### config.mk
export PLATFORM = sky130hd
export DESIGN_NAME = wrc_wake_rate_config
export DESIGN_NICKNAME = d
export VERILOG_FILES = /design/src/wrc_rate_decode.v /design/src/wrc_wake_rate_config.v
export VERILOG_INCLUDE_DIRS = /design/src
export SDC_FILE = /design/constraint.sdc
export NUM_CORES = 1
export LEC_CHECK = 0
export CORE_ASPECT_RATIO = 2
export CORE_MARGIN = 1
export CORE_UTILIZATION = 57
export DETAILED_ROUTE_END_ITERATION = 16
export DONT_BUFFER_PORTS = 1
export HOLD_SLACK_MARGIN = 0.12
export PLACE_DENSITY = 0.77
export REMOVE_ABC_BUFFERS = 1
export SETUP_SLACK_MARGIN = 0.02
export SYNTH_ARGS = -nofsm -noshare
export SYNTH_HDL_FRONTEND = slang
export SYNTH_HIERARCHICAL = 1
export SYNTH_SLANG_ARGS = --single-unit
### constraint.sdc
create_clock -name core_clk -period 2.5 [get_ports core_clk]
set_input_delay 0.25 -clock core_clk [delete_from_list [all_inputs] [get_ports core_clk]]
set_output_delay 0.25 -clock core_clk [all_outputs]
set_load 0.02 [all_outputs]
### src/wrc_defines.vh
// Constants for the wake rate configuration register block.
`ifndef WRC_DEFINES_VH
`define WRC_DEFINES_VH
`define WRC_IDX_RATE 8'h11
`define WRC_IDX_INDIRECT 8'h29
`define WRC_IDX_POWER 8'h1C
`define WRC_IDX_MODE 8'h10
`define WRC_ADDR_RATE 10'h044
`define WRC_ADDR_INDIRECT 10'h0A4
`define WRC_ADDR_POWER 10'h070
`define WRC_ADDR_MODE 10'h040
`define WRC_ADDR_STATUS 10'h100
`define WRC_RATE_RESET 8'h00
`define WRC_POWER_RESET 8'h00
`define WRC_MODE_RESET 8'h00
`define WRC_INDIRECT_RESET 8'h00
`define WRC_CODE_MSB 3
`define WRC_CODE_LSB 0
`define WRC_SEL_MSB 6
`define WRC_SEL_LSB 4
`define WRC_WPWR_MSB 2
`define WRC_WPWR_LSB 0
`define WRC_SPWR_MSB 6
`define WRC_SPWR_LSB 4
`define WRC_MODE_CONTINUOUS_WAKE_MODE 3'h5
`define WRC_PWR_LOW 3'h0
`define WRC_PWR_ULTRA 3'h3
`define WRC_PWR_PREC 3'h4
`define WRC_SEL_OFF 3'h0
`define WRC_SEL_TRIM 3'h1
`define WRC_SEL_WPICK 3'h2
`define WRC_SEL_SPICK 3'h3
`define WRC_SEL_WCNTL 3'h4
`define WRC_SEL_WCNTH 3'h5
`define WRC_SEL_SCNTL 3'h6
`define WRC_SEL_SCNTH 3'h7
`endif

### src/wrc_rate_decode.v
// Decodes the wake rate code and power mode into a nominal rate in Hz.
`timescale 1ns/1ps
`include "wrc_defines.vh"
module wrc_rate_decode (
	// Selection inputs.
	input wire [3:0] rateCode,
	input wire [2:0] powerMode,
	// Decoded rate.
	output reg [10:0] rateHz,
	output reg rateValid
);
	always @* begin
		rateHz = 11'h000;
		rateValid = 1'b1;
		// A rate of zero marks an unsupported combination.
		case (powerMode)
			`WRC_PWR_ULTRA: begin
				case (rateCode)
					4'h6: rateHz = 11'h019;
					4'h7: rateHz = 11'h032;
					4'h8: rateHz = 11'h064;
					4'h9: rateHz = 11'h0BE;
					4'hA: rateHz = 11'h17C;
					4'hB: rateHz = 11'h2EE;
					4'hC: rateHz = 11'h44C;
					4'hF: rateHz = 11'h514;
					default: rateHz = 11'h000;
				endcase
			end
			`WRC_PWR_PREC: begin
				case (rateCode)
					4'h5: rateHz = 11'h00E;
					4'h6: rateHz = 11'h01C;
					4'h7: rateHz = 11'h037;
					4'h8: rateHz = 11'h050;
					4'hF: rateHz = 11'h064;
					default: rateHz = 11'h000;
				endcase
			end
			default: begin
				case (rateCode)
					4'h5: rateHz = 11'h00E;
					4'h6: rateHz = 11'h01C;
					4'h7: rateHz = 11'h036;
					4'h8: rateHz = 11'h069;
					4'h9: rateHz = 11'h0D2;
					4'hA: rateHz = 11'h190;
					4'hB: rateHz = 11'h258;
					4'hF: rateHz = 11'h2EE;
					default: rateHz = 11'h000;
				endcase
			end
		endcase
		if (rateHz == 11'h000) begin
			rateValid = 1'b0;
		end
	end
endmodule

### src/wrc_wake_rate_config.v
// Wake rate configuration register bank with an AXI4-Lite slave.
//
// The AXI4-Lite slave port was left to the implementer.
`timescale 1ns/1ps
`include "wrc_defines.vh"
module wrc_wake_rate_config (
	// Clock and reset.
	input wire core_clk,
	input wire srst,
	// AXI4-Lite write address and data.
	input wire [11:0] s_axi_awaddr,
	input wire s_axi_awvalid,
	output reg s_axi_awready,
	input wire [31:0] s_axi_wdata,
	input wire [3:0] s_axi_wstrb,
	input wire s_axi_wvalid,
	output reg s_axi_wready,
	// AXI4-Lite write response.
	output reg [1:0] s_axi_bresp,
	output reg s_axi_bvalid,
	input wire s_axi_bready,
	// AXI4-Lite read.
	input wire [11:0] s_axi_araddr,
	input wire s_axi_arvalid,
	output reg s_axi_arready,
	output reg [31:0] s_axi_rdata,
	output reg [1:0] s_axi_rresp,
	output reg s_axi_rvalid,
	input wire s_axi_rready,
	// Rate outputs to the sampling logic.
	output reg [3:0] wakeRateCode,
	output reg [10:0] wakeRateHz,
	output reg wakeSampleEnable,
	output reg [3:0] wakeCurrentTrim,
	output reg [3:0] sniffCurrentTrim,
	output reg [4:0] wakeFrequencyPick,
	output reg [4:0] sniffFrequencyPick,
	output reg [15:0] wakeClockCount,
	output reg [15:0] sniffClockCount,
	output reg [2:0] sniffPowerMode
);
	reg [7:0] wakeRateConfig;
	reg [7:0] powerConfig;
	reg [7:0] modeControl;
	reg [7:0] indirectPlain;
	reg [9:0] wrAddr;
	reg wrAddrHeld;
	reg [7:0] wrData;
	reg wrDataHeld;
	reg wrLaneOk;
	wire [2:0] manualRateSelect;
	wire [2:0] wakePowerMode;
	wire [10:0] decodedHz;
	wire decodedValid;
	wire continuousWakeMode;
	reg [7:0] indirectView;
	reg [31:0] next_rdata;
	reg [1:0] next_rresp;
	wire doWrite;

	assign manualRateSelect = wakeRateConfig[`WRC_SEL_MSB:`WRC_SEL_LSB];
	assign wakePowerMode = powerConfig[`WRC_WPWR_MSB:`WRC_WPWR_LSB];
	assign continuousWakeMode = modeControl[2:0] == `WRC_MODE_CONTINUOUS_WAKE_MODE;
	assign doWrite = wrAddrHeld && wrDataHeld && !s_axi_bvalid;

	////////////////////////////////////////////////////////////////////////
	wrc_rate_decode rateDecode (
		.rateCode(wakeRateConfig[`WRC_CODE_MSB:`WRC_CODE_LSB]),
		.powerMode(wakePowerMode),
		.rateHz(decodedHz),
		.rateValid(decodedValid)
	);

	////////////////////////////////////////////////////////////////////////
	// The indirect register shows the shadow that the select field names.
	always @* begin
		case (manualRateSelect)
			`WRC_SEL_OFF: indirectView = indirectPlain;
			`WRC_SEL_TRIM: indirectView = {sniffCurrentTrim, wakeCurrentTrim};
			`WRC_SEL_WPICK: indirectView = {3'h0, wakeFrequencyPick};
			`WRC_SEL_SPICK: indirectView = {3'h0, sniffFrequencyPick};
			`WRC_SEL_WCNTL: indirectView = wakeClockCount[7:0];
			`WRC_SEL_WCNTH: indirectView = wakeClockCount[15:8];
			`WRC_SEL_SCNTL: indirectView = sniffClockCount[7:0];
			default: indirectView = sniffClockCount[15:8];
		endcase
	end

	always @* begin
		next_rdata = 32'h00000000;
		next_rresp = 2'h0;
		if (s_axi_araddr[11:2] == `WRC_ADDR_RATE >> 2) begin
			next_rdata = {24'h000000, wakeRateConfig};
		end else if (s_axi_araddr[11:2] == `WRC_ADDR_INDIRECT >> 2) begin
			next_rdata = {24'h000000, indirectView};
		end else if (s_axi_araddr[11:2] == `WRC_ADDR_POWER >> 2) begin
			next_rdata = {24'h000000, powerConfig};
		end else if (s_axi_araddr[11:2] == `WRC_ADDR_MODE >> 2) begin
			next_rdata = {24'h000000, modeControl};
		end else if (s_axi_araddr[11:2] == `WRC_ADDR_STATUS >> 2) begin
			next_rdata = {19'h00000, wakeSampleEnable, decodedValid,
				decodedHz};
		end else begin
			next_rresp = 2'h2;
		end
	end

	////////////////////////////////////////////////////////////////////////
	// Write channel: address and data are captured in either order.
	always @(posedge core_clk) begin
		if (srst) begin
			s_axi_awready <= 1'b1;
			s_axi_wready <= 1'b1;
			s_axi_bvalid <= 1'b0;
			s_axi_bresp <= 2'h0;
			wrAddrHeld <= 1'b0;
			wrDataHeld <= 1'b0;
			wrAddr <= 10'h000;
			wrData <= 8'h00;
			wrLaneOk <= 1'b0;
		end else begin
			if (s_axi_awvalid && s_axi_awready) begin
				wrAddr <= s_axi_awaddr[11:2];
				wrAddrHeld <= 1'b1;
				s_axi_awready <= 1'b0;
			end
			if (s_axi_wvalid && s_axi_wready) begin
				wrData <= s_axi_wdata[7:0];
				wrLaneOk <= s_axi_wstrb[0];
				wrDataHeld <= 1'b1;
				s_axi_wready <= 1'b0;
			end
			if (doWrite) begin
				s_axi_bvalid <= 1'b1;
				s_axi_bresp <= 2'h0;
				if (wrAddr != `WRC_ADDR_RATE >> 2 &&
					wrAddr != `WRC_ADDR_INDIRECT >> 2 &&
					wrAddr != `WRC_ADDR_POWER >> 2 &&
					wrAddr != `WRC_ADDR_MODE >> 2 &&
					wrAddr != `WRC_ADDR_STATUS >> 2) begin
					s_axi_bresp <= 2'h2;
				end
			end
			if (s_axi_bvalid && s_axi_bready) begin
				s_axi_bvalid <= 1'b0;
				wrAddrHeld <= 1'b0;
				wrDataHeld <= 1'b0;
				s_axi_awready <= 1'b1;
				s_axi_wready <= 1'b1;
			end
		end
	end

	// Register and shadow updates; host keeps codes legal, bit seven zero.
	always @(posedge core_clk) begin
		if (srst) begin
			wakeRateConfig <= `WRC_RATE_RESET;
			powerConfig <= `WRC_POWER_RESET;
			modeControl <= `WRC_MODE_RESET;
			indirectPlain <= `WRC_INDIRECT_RESET;
			wakeCurrentTrim <= 4'h0;
			sniffCurrentTrim <= 4'h0;
			wakeFrequencyPick <= 5'h00;
			sniffFrequencyPick <= 5'h00;
			wakeClockCount <= 16'h0000;
			sniffClockCount <= 16'h0000;
		end else if (doWrite && wrLaneOk) begin
			if (wrAddr == `WRC_ADDR_RATE >> 2) begin
				wakeRateConfig <= wrData;
			end else if (wrAddr == `WRC_ADDR_POWER >> 2) begin
				powerConfig <= wrData;
			end else if (wrAddr == `WRC_ADDR_MODE >> 2) begin
				modeControl <= wrData;
			end else if (wrAddr == `WRC_ADDR_INDIRECT >> 2) begin
				case (manualRateSelect)
					`WRC_SEL_OFF: indirectPlain <= wrData;
					`WRC_SEL_TRIM: begin
						sniffCurrentTrim <= wrData[7:4];
						wakeCurrentTrim <= wrData[3:0];
					end
					`WRC_SEL_WPICK: wakeFrequencyPick <= wrData[4:0];
					`WRC_SEL_SPICK: sniffFrequencyPick <= wrData[4:0];
					`WRC_SEL_WCNTL: wakeClockCount[7:0] <= wrData;
					`WRC_SEL_WCNTH: wakeClockCount[15:8] <= wrData;
					`WRC_SEL_SCNTL: sniffClockCount[7:0] <= wrData;
					default: sniffClockCount[15:8] <= wrData;
				endcase
			end
		end
	end

	////////////////////////////////////////////////////////////////////////
	// Read channel: one cycle from address to data.
	always @(posedge core_clk) begin
		if (srst) begin
			s_axi_arready <= 1'b1;
			s_axi_rvalid <= 1'b0;
			s_axi_rdata <= 32'h00000000;
			s_axi_rresp <= 2'h0;
		end else if (s_axi_arvalid && s_axi_arready) begin
			s_axi_arready <= 1'b0;
			s_axi_rvalid <= 1'b1;
			s_axi_rdata <= next_rdata;
			s_axi_rresp <= next_rresp;
		end else if (s_axi_rvalid && s_axi_rready) begin
			s_axi_rvalid <= 1'b0;
			s_axi_arready <= 1'b1;
		end
	end

	////////////////////////////////////////////////////////////////////////
	// Registered rate outputs.
	always @(posedge core_clk) begin
		if (srst) begin
			wakeRateCode <= 4'h0;
			wakeRateHz <= 11'h000;
			wakeSampleEnable <= 1'b0;
			sniffPowerMode <= 3'h0;
		end else begin
			wakeRateCode <= wakeRateConfig[`WRC_CODE_MSB:`WRC_CODE_LSB];
			wakeRateHz <= decodedHz;
			wakeSampleEnable <= continuousWakeMode && decodedValid;
			sniffPowerMode <= powerConfig[`WRC_SPWR_MSB:`WRC_SPWR_LSB];
		end
	end
endmodule

==> results of run 1 <==
power groups by stage:
| stage | clock network [mW] | registers [mW] | logic (mW) |
|---|---|---|---|
| 6_report | 2.60 | 2.38 | 0.237 |
| 5_1_grt | 2.72 | 2.39 | 0.256 |
| 4_1_cts | 2.61 | 2.38 | 0.227 |
| 3_5_place_dp | 0 | 2.43 | 0.159 |
| 3_3_place_gp | 0 | 2.43 | 0.155 |
| 2_1_floorplan | 0 | 2.41 | 0.126 |
final cells by class:
type / count / share of cell area (%)
tap: 142 / 2.23
clock inverter: 9 / 1.68
inverter: 11 / 0.519
sequential: 142 / 35.8
multi-input combinational: 545 / 44.7
timing repair buffer: 80 / 9.15
clock buffer: 22 / 5.96
metal layers:
| layer | routed length [um] | GRT usage, % | vias to the layer above |
|---|---|---|---|
| met3 | 1210 | 8.07 | 80 |
| met2 | 11100 | 62.6 | 295 |
| met1 | 6510 | 30.3 | 2831 |
| li1 | - | - | 2720 |
| met4 | 1180 | 22.3 | 0 |
| met5 | 0 | 0 | - |
repair_timing:
action,in CTS,in global routing
setup endpoints to repair,0,10
gates resized for setup,0,12
buffers inserted,0,2
hold endpoints to repair,140,0
hold buffers,39,0
worst max path at each step:
stage	from	endpoint	slack, ns	cells after the start
finish	powerConfig[2]	s_axi_rdata[1]	0.05	9
global route	s_axi_bvalid	sniffClockCount[15]	0.02	7
CTS	s_axi_bvalid	indirectPlain[5]	0.06	6
detailed placement	powerConfig[0]	s_axi_rdata[6]	0.12	8
global placement	wakeRateConfig[1]	s_axi_rdata[11]	0.16	9
floorplan	wakeRateConfig[0]	s_axi_rdata[11]	0.19	10
cell usage after synthesis (6+ instances only):
| cell type | number | share of area, % |
|---|---|---|
| a211oi_1 | 9 | 1.0 |
| a21o_1 | 9 | 1.0 |
| a21oi_1 | 45 | 3.3 |
| a221oi_1 | 8 | 1.0 |
| a22o_1 | 10 | 1.3 |
| a22oi_1 | 13 | 1.4 |
| and2_1 | 7 | 0.65 |
| buf_1 | 6 | 0.33 |
| buf_2 | 10 | 0.74 |
| buf_4 | 22 | 2.4 |
| clkbuf_1 | 31 | 1.7 |
| dfxtp_1 | 142 | 42 |
| inv_1 | 11 | 0.61 |
| mux2i_1 | 71 | 11 |
| nand2_1 | 87 | 4.8 |
| nand4_1 | 6 | 0.56 |
| nor2_1 | 91 | 5.1 |
| nor2b_1 | 24 | 2.2 |
| nor3b_1 | 7 | 0.78 |
| o211ai_1 | 6 | 0.67 |
| o21ai_0 | 25 | 1.9 |
| o221ai_1 | 10 | 1.3 |
| or3_1 | 9 | 0.83 |
critical path, stage by stage, from the launching register on:
cell and delay [ns]:
dfxtp_1 0.47, nand3b_2 0.20, buf_4 0.17, nand2_1 0.14, a22oi_1 0.18, o22a_1 0.26, nand2b_1 0.11, a22o_1 0.21
a221oi_1 0.42, a211oi_1 0.14
flip-flops by register name (all words and copies together), names as in the netlist, 5 cells and up:
register,flops
sniffFrequencyPick,5
wakeFrequencyPick,5
sniffClockCount,16
wrAddr,10
s_axi_rdata,13
indirectPlain,8
powerConfig,8
wakeRateConfig,8
modeControl,8
wakeClockCount,16
wrData,8
wakeRateHz,11
logic make-up after synthesis:
family                   synth area share, %
AND/OR/NAND/NOR                         22.1
AO/OA/AOI/OAI                           16.2
flip-flops                              42.1
buffers and inverters                   6.81
multiplexers                            11.7
adder cells (fa/ha/maj)                0.927
other                                 0.0556
through the flow:
stage / worst slack [ns] / power (mW)
4_1_cts: 0.0593 / 5.22
3_5_place_dp: 0.123 / 2.59
6_report: 0.0536 / 5.22
5_1_grt: 0.0172 / 5.36
2_1_floorplan: 0.191 / 2.53
3_3_place_gp: 0.158 / 2.58
==> qor.yml, run 1 <==
r2r-end: "s_axi_rdata[1]"
antenna_found_initial: 0
min-delay-start: "srst"
syn_to_final_growth_pct: 18.0
power_frac_seq_pct: 45.7
yosysSeqAreaShare_pct: 42.1
hold_viol_final: 0
synth.avg_cell_area_um2: 8.97
ys.flop_type: "dfxtp_1"
gp_congestion: 0.919
clk_pin_slew_ns: 0.06
power.internal_mw: 4.04
status: "complete, no violations"
multi_input_comb_area_um2: 3560
synthCells: 752
min_path_type: "primary input to register"
cts_buffers: 17
drt_wl_total_um: 20000
finalSetupTns_ns: 0
start_kind: "register"
setup_viol: 0
hold_depth: 3
r2r_slack_ns: 0.05
holdPathEnd: "s_axi_rdata[3]"
viasPerCell: 6.23
power.share.switching_pct: 22.7
ys_warn_count: 6
critPathKind: "register to register"
clock_skew_ns: 0.00997
final_util_pct: 69.7
grt_max_degree: 120
insertion_delay_ns: 0.42
hold_ws_ns: 0.153
endpoint_kind: "register"
place_area_um2: 6880
grt_pass1_vias: 5977
vias: 5926
drive_above_1_share_pct: 14.3
worst_pin_slew_ns: 0.598
h-tree-depth: 4
post_drt_wl_per_cell_um: 21.0
syn-cell-area_um2: 6750
clockPowerShare_pct: 49.8
crit_required_ns: 2.77
arrival_ns: 2.72
die_y_um: 156
io_buffers: 0
worstReg2RegStart: "powerConfig[2]"
power_density_nw_per_um2: 655
synth-async-reset-ratio_pct: 0
rsz0062_at_grt: "false"
vdd_drop_max_uv: 712
first_iter_violations: 492
drc: 0
cts_tree: "done"
fmax_mhz: 409
top_level_ports: 177
synth-edff-count: 0
grt_pass1_wl_um: 30700
drtPass1Iterations: 6
min_period_ns: 2.45
core_um2: 11400
ys_ff_latch: 142
seq_area_um2: 2850
dp.cells: 879
power_frac_comb_pct: 4.5
r2r_cells: 9
clockBufferDepth: 2
fin_nets: 869
clockRootBuffer: "clkbuf_16"
rows: 55
post-route-cell-area_um2: 7960
cap_viol_max_count: 0
clock-sinks: 142
netSwitchingPower_mw: 1.18
start_util_pct: 59.1
max_slew_margin_pct: 60.1
leakagePower_nw: 3.16
fillers: 903
report.final.slew_viol_count: 0
stdcell_count: 951
antenna_cells: 0
grt_use_total_pct: 33.2
grt-ovfl-total: 0
dieArea_um2: 12300
crit_fanout: 9
layout_commonest_cell: "dfxtp_1"
final_cell_mix: "dfxtp_1, nor2_1, nand2_1, mux2i_1, a21oi_1"
ys_types: 72
timing.final.crit_share_pct: 97.9
die_x_um: 78.9
dpl.hpwl_um: 13600
postRouteAntennaNets: 0
No activity file was read; power rests on OpenSTA's default activity.
==> inputs of run 2 (changes only) <==
--- a/config.mk
+++ b/config.mk
@@ -6,6 +6,7 @@
 export SDC_FILE = /design/constraint.sdc
 export NUM_CORES = 1
 export LEC_CHECK = 0
+export ABC_AREA = 1
 export CORE_ASPECT_RATIO = 2
 export CORE_MARGIN = 1
 export CORE_UTILIZATION = 57
==> run 2 against run 1 <==
Area after synthesis increased by 9.8%; non-clock buffer count decreased by 43; cell area increased by 2.3%; via count increased by 16%; sequential cell count unchanged; count of clock-buffer cells in the layout decreased by 1; first-iteration DRC count decreased by 20%; fmax increased by 14%; power decreased by 1.2%; clock skew about the same; worst setup slack improved by 0.29 ns; critical path type unchanged; largest power group unchanged.
==> qor.yml, run 2 <==
rows: 58  # +5.5%
ys.flop_type: "dfxtp_1"
synth-edff-count: 0  # unchanged
ys_warn_count: 6  # unchanged
syn_to_final_growth_pct: 9.96
largestRegisters: "sniffClockCount x16, wakeClockCount x16, s_axi_rdata x13"
min_period_ns: 2.15  # -0.293 ns
ys_types: 36  # -50%
max_slew_margin_pct: 57.8  # -2.3 points
start_util_pct: 58.7  # -0.39 points
start_kind: "register"
layout_commonest_cell: "nand2_1"
dieArea_um2: 13500  # +9.6%
yosysSeqAreaShare_pct: 38.4  # -3.8 points
final_util_pct: 64.5  # -5.2 points
drc: 0  # unchanged
first_iter_violations: 395  # -20%
leakagePower_nw: 4.03  # +28%
min_path_type: "primary input to register"
grt-ovfl-total: 0  # unchanged
die_y_um: 163  # +4.7%
core_um2: 12600  # +11%
insertion_delay_ns: 0.43  # about the same
grt_pass1_wl_um: 32600  # +6.3%
clock_skew_ns: 0.0103  # +0.000335 ns
hold_viol_final: 0  # unchanged
drtPass1Iterations: 6  # unchanged
timing.final.crit_share_pct: 86.2  # -12 points
antenna_cells: 0  # unchanged
finalSetupTns_ns: 0  # unchanged
clockRootBuffer: "clkbuf_16"
io_buffers: 0  # unchanged
power_density_nw_per_um2: 633  # -3.5%
drt_wl_total_um: 20600  # +3.0%
post_drt_wl_per_cell_um: 16.2  # -23%
final_cell_mix: "nand2_1, nor2_1, dfxtp_1, inv_1, a21oi_1"
synthTopCellsByCount: "nand2_1, nor2_1, dfxtp_1"
drive_above_1_share_pct: 9.35  # -5.0 points
clock-sinks: 142  # unchanged
rsz0062_at_grt: "false"
fmax_mhz: 464  # +14%
crit_fanout: 21  # +12
synth.avg_cell_area_um2: 6.69  # -25%
vias: 6892  # +16%
status: "complete, no violations"
grt_use_total_pct: 32.4  # -0.76 points
cts_tree: "done"
grt_max_degree: 110  # -8.3%
h-tree-depth: 4  # unchanged
cap_viol_max_count: 0  # unchanged
clk_pin_slew_ns: 0.06  # about the same
top_level_ports: 177  # unchanged
syn-cell-area_um2: 7410  # +9.8%
synth_top_cell_area_share_pct: 38.4  # -3.8 points
die_x_um: 82.6  # +4.7%
report.final.slew_viol_count: 0  # unchanged
yosys.area.top_type: "dfxtp_1"
vdd_drop_max_uv: 564  # -21%
synth-async-reset-ratio_pct: 0  # unchanged
synth_most_common_cell: "nand2_1"
cts_setup_buffers: 0  # unchanged
setup_viol: 0  # unchanged
dpl.hpwl_um: 14500  # +6.7%
synthCells: 1108  # +47%
gp_congestion: 0.955  # +3.9%
viasPerCell: 5.41  # -13%
clockBufferDepth: 2  # unchanged
ys_ff_latch: 142  # unchanged
endpoint_kind: "register"
grt_pass1_vias: 6618  # +11%
synthTopCellsByArea: "dfxtp_1, nand2_1, nor2_1"
critPathKind: "register to register"
antenna_found_initial: 0  # unchanged
hold_ws_ns: 0.126  # -0.0276 ns
crit_required_ns: 2.82  # +0.05 ns
worst_pin_slew_ns: 0.628  # +0.0293 ns
fin_nets: 1182  # +36%
postRouteAntennaNets: 0  # unchanged
arrival_ns: 2.47  # -0.25 ns
cts_buffers: 17  # unchanged
run 2: cell count changes in the layout (fill, tap and decap cells not counted), sizes merged, moves of 38 or more:
cell,previous run,this run
nand3,5,80
nand2,87,254
o21ai,27,65
inv,12,143
nor2,94,223
mux2i,71,0
run 2: what timing repair did:
item                                    in CTS  in global routing
endpoints found under the hold margin       52                  0
endpoints found under the setup margin       0                  1
hold buffers                                23                  0
resized for setup                            0                  1
run 2: critical path, cell delays in order (launching register included):
cell,delay (ns)
dfxtp_1,0.35
buf_4,0.28
nand2_1,0.15
nor2_1,0.22
inv_1,0.30
nor2_4,0.37
nand2_4,0.14
o21ai_0,0.17
nor2_1,0.06
run 2: cell type report:
type | instances | area [um^2]
clock inverters | 11 | 105
repair buffers | 37 | 358
clock buffers | 21 | 480
flip-flops and latches | 142 | 2840
inverters | 139 | 527
fillers | 1199 | 4480
well taps | 150 | 188
multi-input cells | 773 | 3650
run 2: logic make-up after synthesis:
family	synth area share, %
adders and majority gates	0.844
AOI/OAI and AO/OA	9.59
buffers and inverters	13.5
other	0.0506
and+or+nand+nor	37.7
DFF	38.4
run 2: power by group:
group | internal, mW | leakage [nW] | switching (mW) | total [mW]
logic | 0.0836 | 2.60 | 0.191 | 0.274
registers | 2.30 | 1.15 | 0.0749 | 2.38
clock network | 1.48 | 0.279 | 1.02 | 2.50
run 2: through the flow:
stage / total power, mW / instance area (um^2) / setup WS (ns) / instances
final: 5.16 / 8150 / 0.346 / 1273
after global routing: 5.31 / 8150 / 0.0868 / 1273
after CTS: 5.17 / 8140 / 0.282 / 1273
after detailed placement: 2.66 / 7320 / 0.315 / 1218
after global placement: 2.65 / 7320 / 0.333 / 1218
after floorplan: 2.58 / 7010 / 0.237 / 1054
run 2: worst paths after layout:
path,startpoint,endpoint,slack [ns],cells past startpoint
max,wakeRateConfig[4],sniffClockCount[13],0.35,8
max reg2reg,wakeRateConfig[4],sniffClockCount[13],0.35,8
min,s_axi_awaddr[9],wrAddr[7],0.13,2
min reg2reg,powerConfig[3],powerConfig[3],0.46,2
run 2: per-layer routing:
layer | GRT usage (%) | wire length, um | share of wire (%)
met4 | 19.9 | 1190 | 5.8
met1 | 32.7 | 7250 | 35
met3 | 7.26 | 1170 | 5.7
met2 | 58.0 | 11000 | 53
met5 | 0 | 0 | 0
==> inputs of run 3 (changes only) <==
--- a/config.mk
+++ b/config.mk
@@ -9,11 +9,12 @@
 export ABC_AREA = 1
 export CORE_ASPECT_RATIO = 2
 export CORE_MARGIN = 1
-export CORE_UTILIZATION = 57
+export CORE_UTILIZATION = 60
+export CTS_BUF_LIST = sky130_fd_sc_hd__clkbuf_4 sky130_fd_sc_hd__clkbuf_8
 export DETAILED_ROUTE_END_ITERATION = 16
 export DONT_BUFFER_PORTS = 1
 export HOLD_SLACK_MARGIN = 0.12
-export PLACE_DENSITY = 0.77
+export PLACE_DENSITY = 0.81
 export REMOVE_ABC_BUFFERS = 1
 export SETUP_SLACK_MARGIN = 0.02
 export SYNTH_ARGS = -nofsm -noshare
==> constraint.sdc (replaced) <==
create_clock -name core_clk -period 2.5 [get_ports core_clk]
set_input_delay 0.5 -clock core_clk [delete_from_list [all_inputs] [get_ports core_clk]]
set_output_delay 0.5 -clock core_clk [all_outputs]
set_load 0.02 [all_outputs]
==> run 3 against run 2 <==
Fmax decreased by 0.38%; combinational power decreased by 8.4%; routed wire length is 1.7% lower; clock power is 30% lower; global-route usage increased by 1.1 points; clock skew up 0.00056 ns; hold slack better by 0.050 ns; cell area is 4.7% lower; critical path depth rose by 6; sequential power is essentially flat; largest cell class unchanged; highest routed layer unchanged.
==> qor.yml, run 3 (same netlist as run 2, synthesis figures left out) <==
layout_commonest_cell: "nand2_1"
worst_pin_slew_ns: 0.877  # +0.249 ns
drive_above_1_share_pct: 9.84  # +0.49 points
report.final.slew_viol_count: 0  # unchanged
rsz0062_at_grt: "false"
endpoint_kind: "register"
largestRegisters: "sniffClockCount x16, wakeClockCount x16, s_axi_rdata x13"
cts_buffers: 17  # unchanged
clock-sinks: 142  # unchanged
die_y_um: 159  # -2.5%
first_iter_violations: 351  # -11%
vias: 6852  # -0.58%
start_util_pct: 61.5  # +2.8 points
max_slew_margin_pct: 41.4  # -16 points
postRouteAntennaNets: 0  # unchanged
viasPerCell: 5.46  # +0.85%
drc: 0  # unchanged
leakagePower_nw: 3.87  # -4.0%
cap_viol_max_count: 0  # unchanged
vdd_drop_max_uv: 432  # -23%
drtPass1Iterations: 6  # unchanged
clockRootBuffer: "clkbuf_8"
h-tree-depth: 4  # unchanged
critPathKind: "register to register"
grt_max_degree: 74  # -33%
design_power_total_mw: 4.36  # -15%
fin_nets: 1167  # -1.3%
grt_pass1_vias: 6629  # +0.17%
syn_to_final_growth_pct: 4.76
insertion_delay_ns: 0.45  # +0.02 ns
clock_skew_ns: 0.0109  # +0.000556 ns
gp_congestion: 0.981  # +2.7%
core_um2: 12100  # -4.5%
top_level_ports: 177  # unchanged
final_cell_mix: "nand2_1, nor2_1, dfxtp_1, inv_1"
finalSetupTns_ns: 0  # unchanged
min_path_type: "primary input to register"
hold_viol_final: 0  # unchanged
setup_viol: 0  # unchanged
start_kind: "register"
io_buffers: 0  # unchanged
drt_wl_total_um: 20200  # -1.7%
crit_fanout: 7  # -67%
dpl.hpwl_um: 14600  # +0.50%
dieArea_um2: 12800  # -4.9%
power_density_nw_per_um2: 562  # -11%
antenna_cells: 0  # unchanged
crit_required_ns: 2.79  # -0.03 ns
post_drt_wl_per_cell_um: 16.1  # -0.30%
die_x_um: 80.6  # -2.5%
grt_pass1_wl_um: 32800  # +0.63%
clk_pin_slew_ns: 0.08  # +0.02 ns
grt-ovfl-total: 0  # unchanged
antenna_found_initial: 0  # unchanged
clockBufferDepth: 2  # unchanged
fillers: 1154  # -3.8%
status: "complete, no violations"
rows: 57  # -1.7%
cts_setup_buffers: 0  # unchanged
fmax_mhz: 463  # -0.38%
grt_use_total_pct: 33.6  # +1.1 points
cts_tree: "done"
timing.final.crit_share_pct: 86.5  # +0.33 points
arrival_ns: 2.45  # -0.02 ns
min_period_ns: 2.16  # +0.00824 ns
[run 3: changes by cell type in the layout (fill, tap and decap cells not counted), sizes merged]
cell and delta:
clkbuf -2, inv -1, clkinv +3, dlygate4sd3 -18, buf +3
[run 3: routing by layer]
metal  part of all wire, %  track usage, %  vias up
met4                   5.7            20.2        0
met1                    34            32.7     3114
met2                    55            61.3      254
li1                      -               -     3409
met3                   5.8            7.74       75
met5                     0               0        -
[run 3: final timing paths]
path / from / endpoint / slack, ns / depth (start not counted)
setup reg to reg: wakeRateConfig[1] / s_axi_rdata[4] / 0.34 / 14
hold / removal: srst / s_axi_awready / 0.18 / 2
setup / recovery: wakeRateConfig[1] / s_axi_rdata[4] / 0.34 / 14
hold reg to reg: powerConfig[3] / powerConfig[3] / 0.46 / 2
[run 3: through the flow]
stage | hold WS [ns] | utilization [%] | instances | instance area [um^2] | setup WS, ns
after detailed placement | 0.449 | 60.9 | 1219 | 7340 | 0.247
final | 0.176 | 64.4 | 1255 | 7760 | 0.338
after CTS | 0.164 | 64.3 | 1255 | 7750 | 0.229
after global placement | 0.442 | 60.9 | 1219 | 7340 | 0.303
after floorplan | 0.414 | - | 1054 | 7010 | 0.237
after global routing | 0.182 | 64.4 | 1255 | 7760 | 0.161
[run 3: cell type report]
class,count,area [um^2],area share (%)
multi-input combinational,773,3650,47.0
sequential,142,2840,36.6
inverter,139,527,6.79
clock buffer,19,255,3.29
timing repair buffer,22,188,2.42
tap,147,184,2.37
clock inverter,13,115,1.48
[run 3: where the power goes]
group          switching [mW]  total, mW  internal (mW)
registers              0.0752       2.37           2.30
logic                   0.187      0.251         0.0638
clock network           0.915       1.74          0.825
[run 3: timing repair]
action | CTS | global route
hold buffers | 4 | 0
endpoints found under the setup margin | 0 | 2
resized for setup | 0 | 2
endpoints found under the hold margin | 19 | 0
[run 3: critical path: stages (launching register included)]
cell and delay, ns:
dfxtp_1 0.45, inv_1 0.13, ha_1 0.37, nand3_1 0.14, nand3_1 0.08, nand2_1 0.07, nand2_1 0.11, nor2_2 0.14
inv_1 0.07, nand3_1 0.09, nand3_1 0.10, nand2_1 0.07, nand3_1 0.06, nand2_1 0.08, a21oi_1 0.05
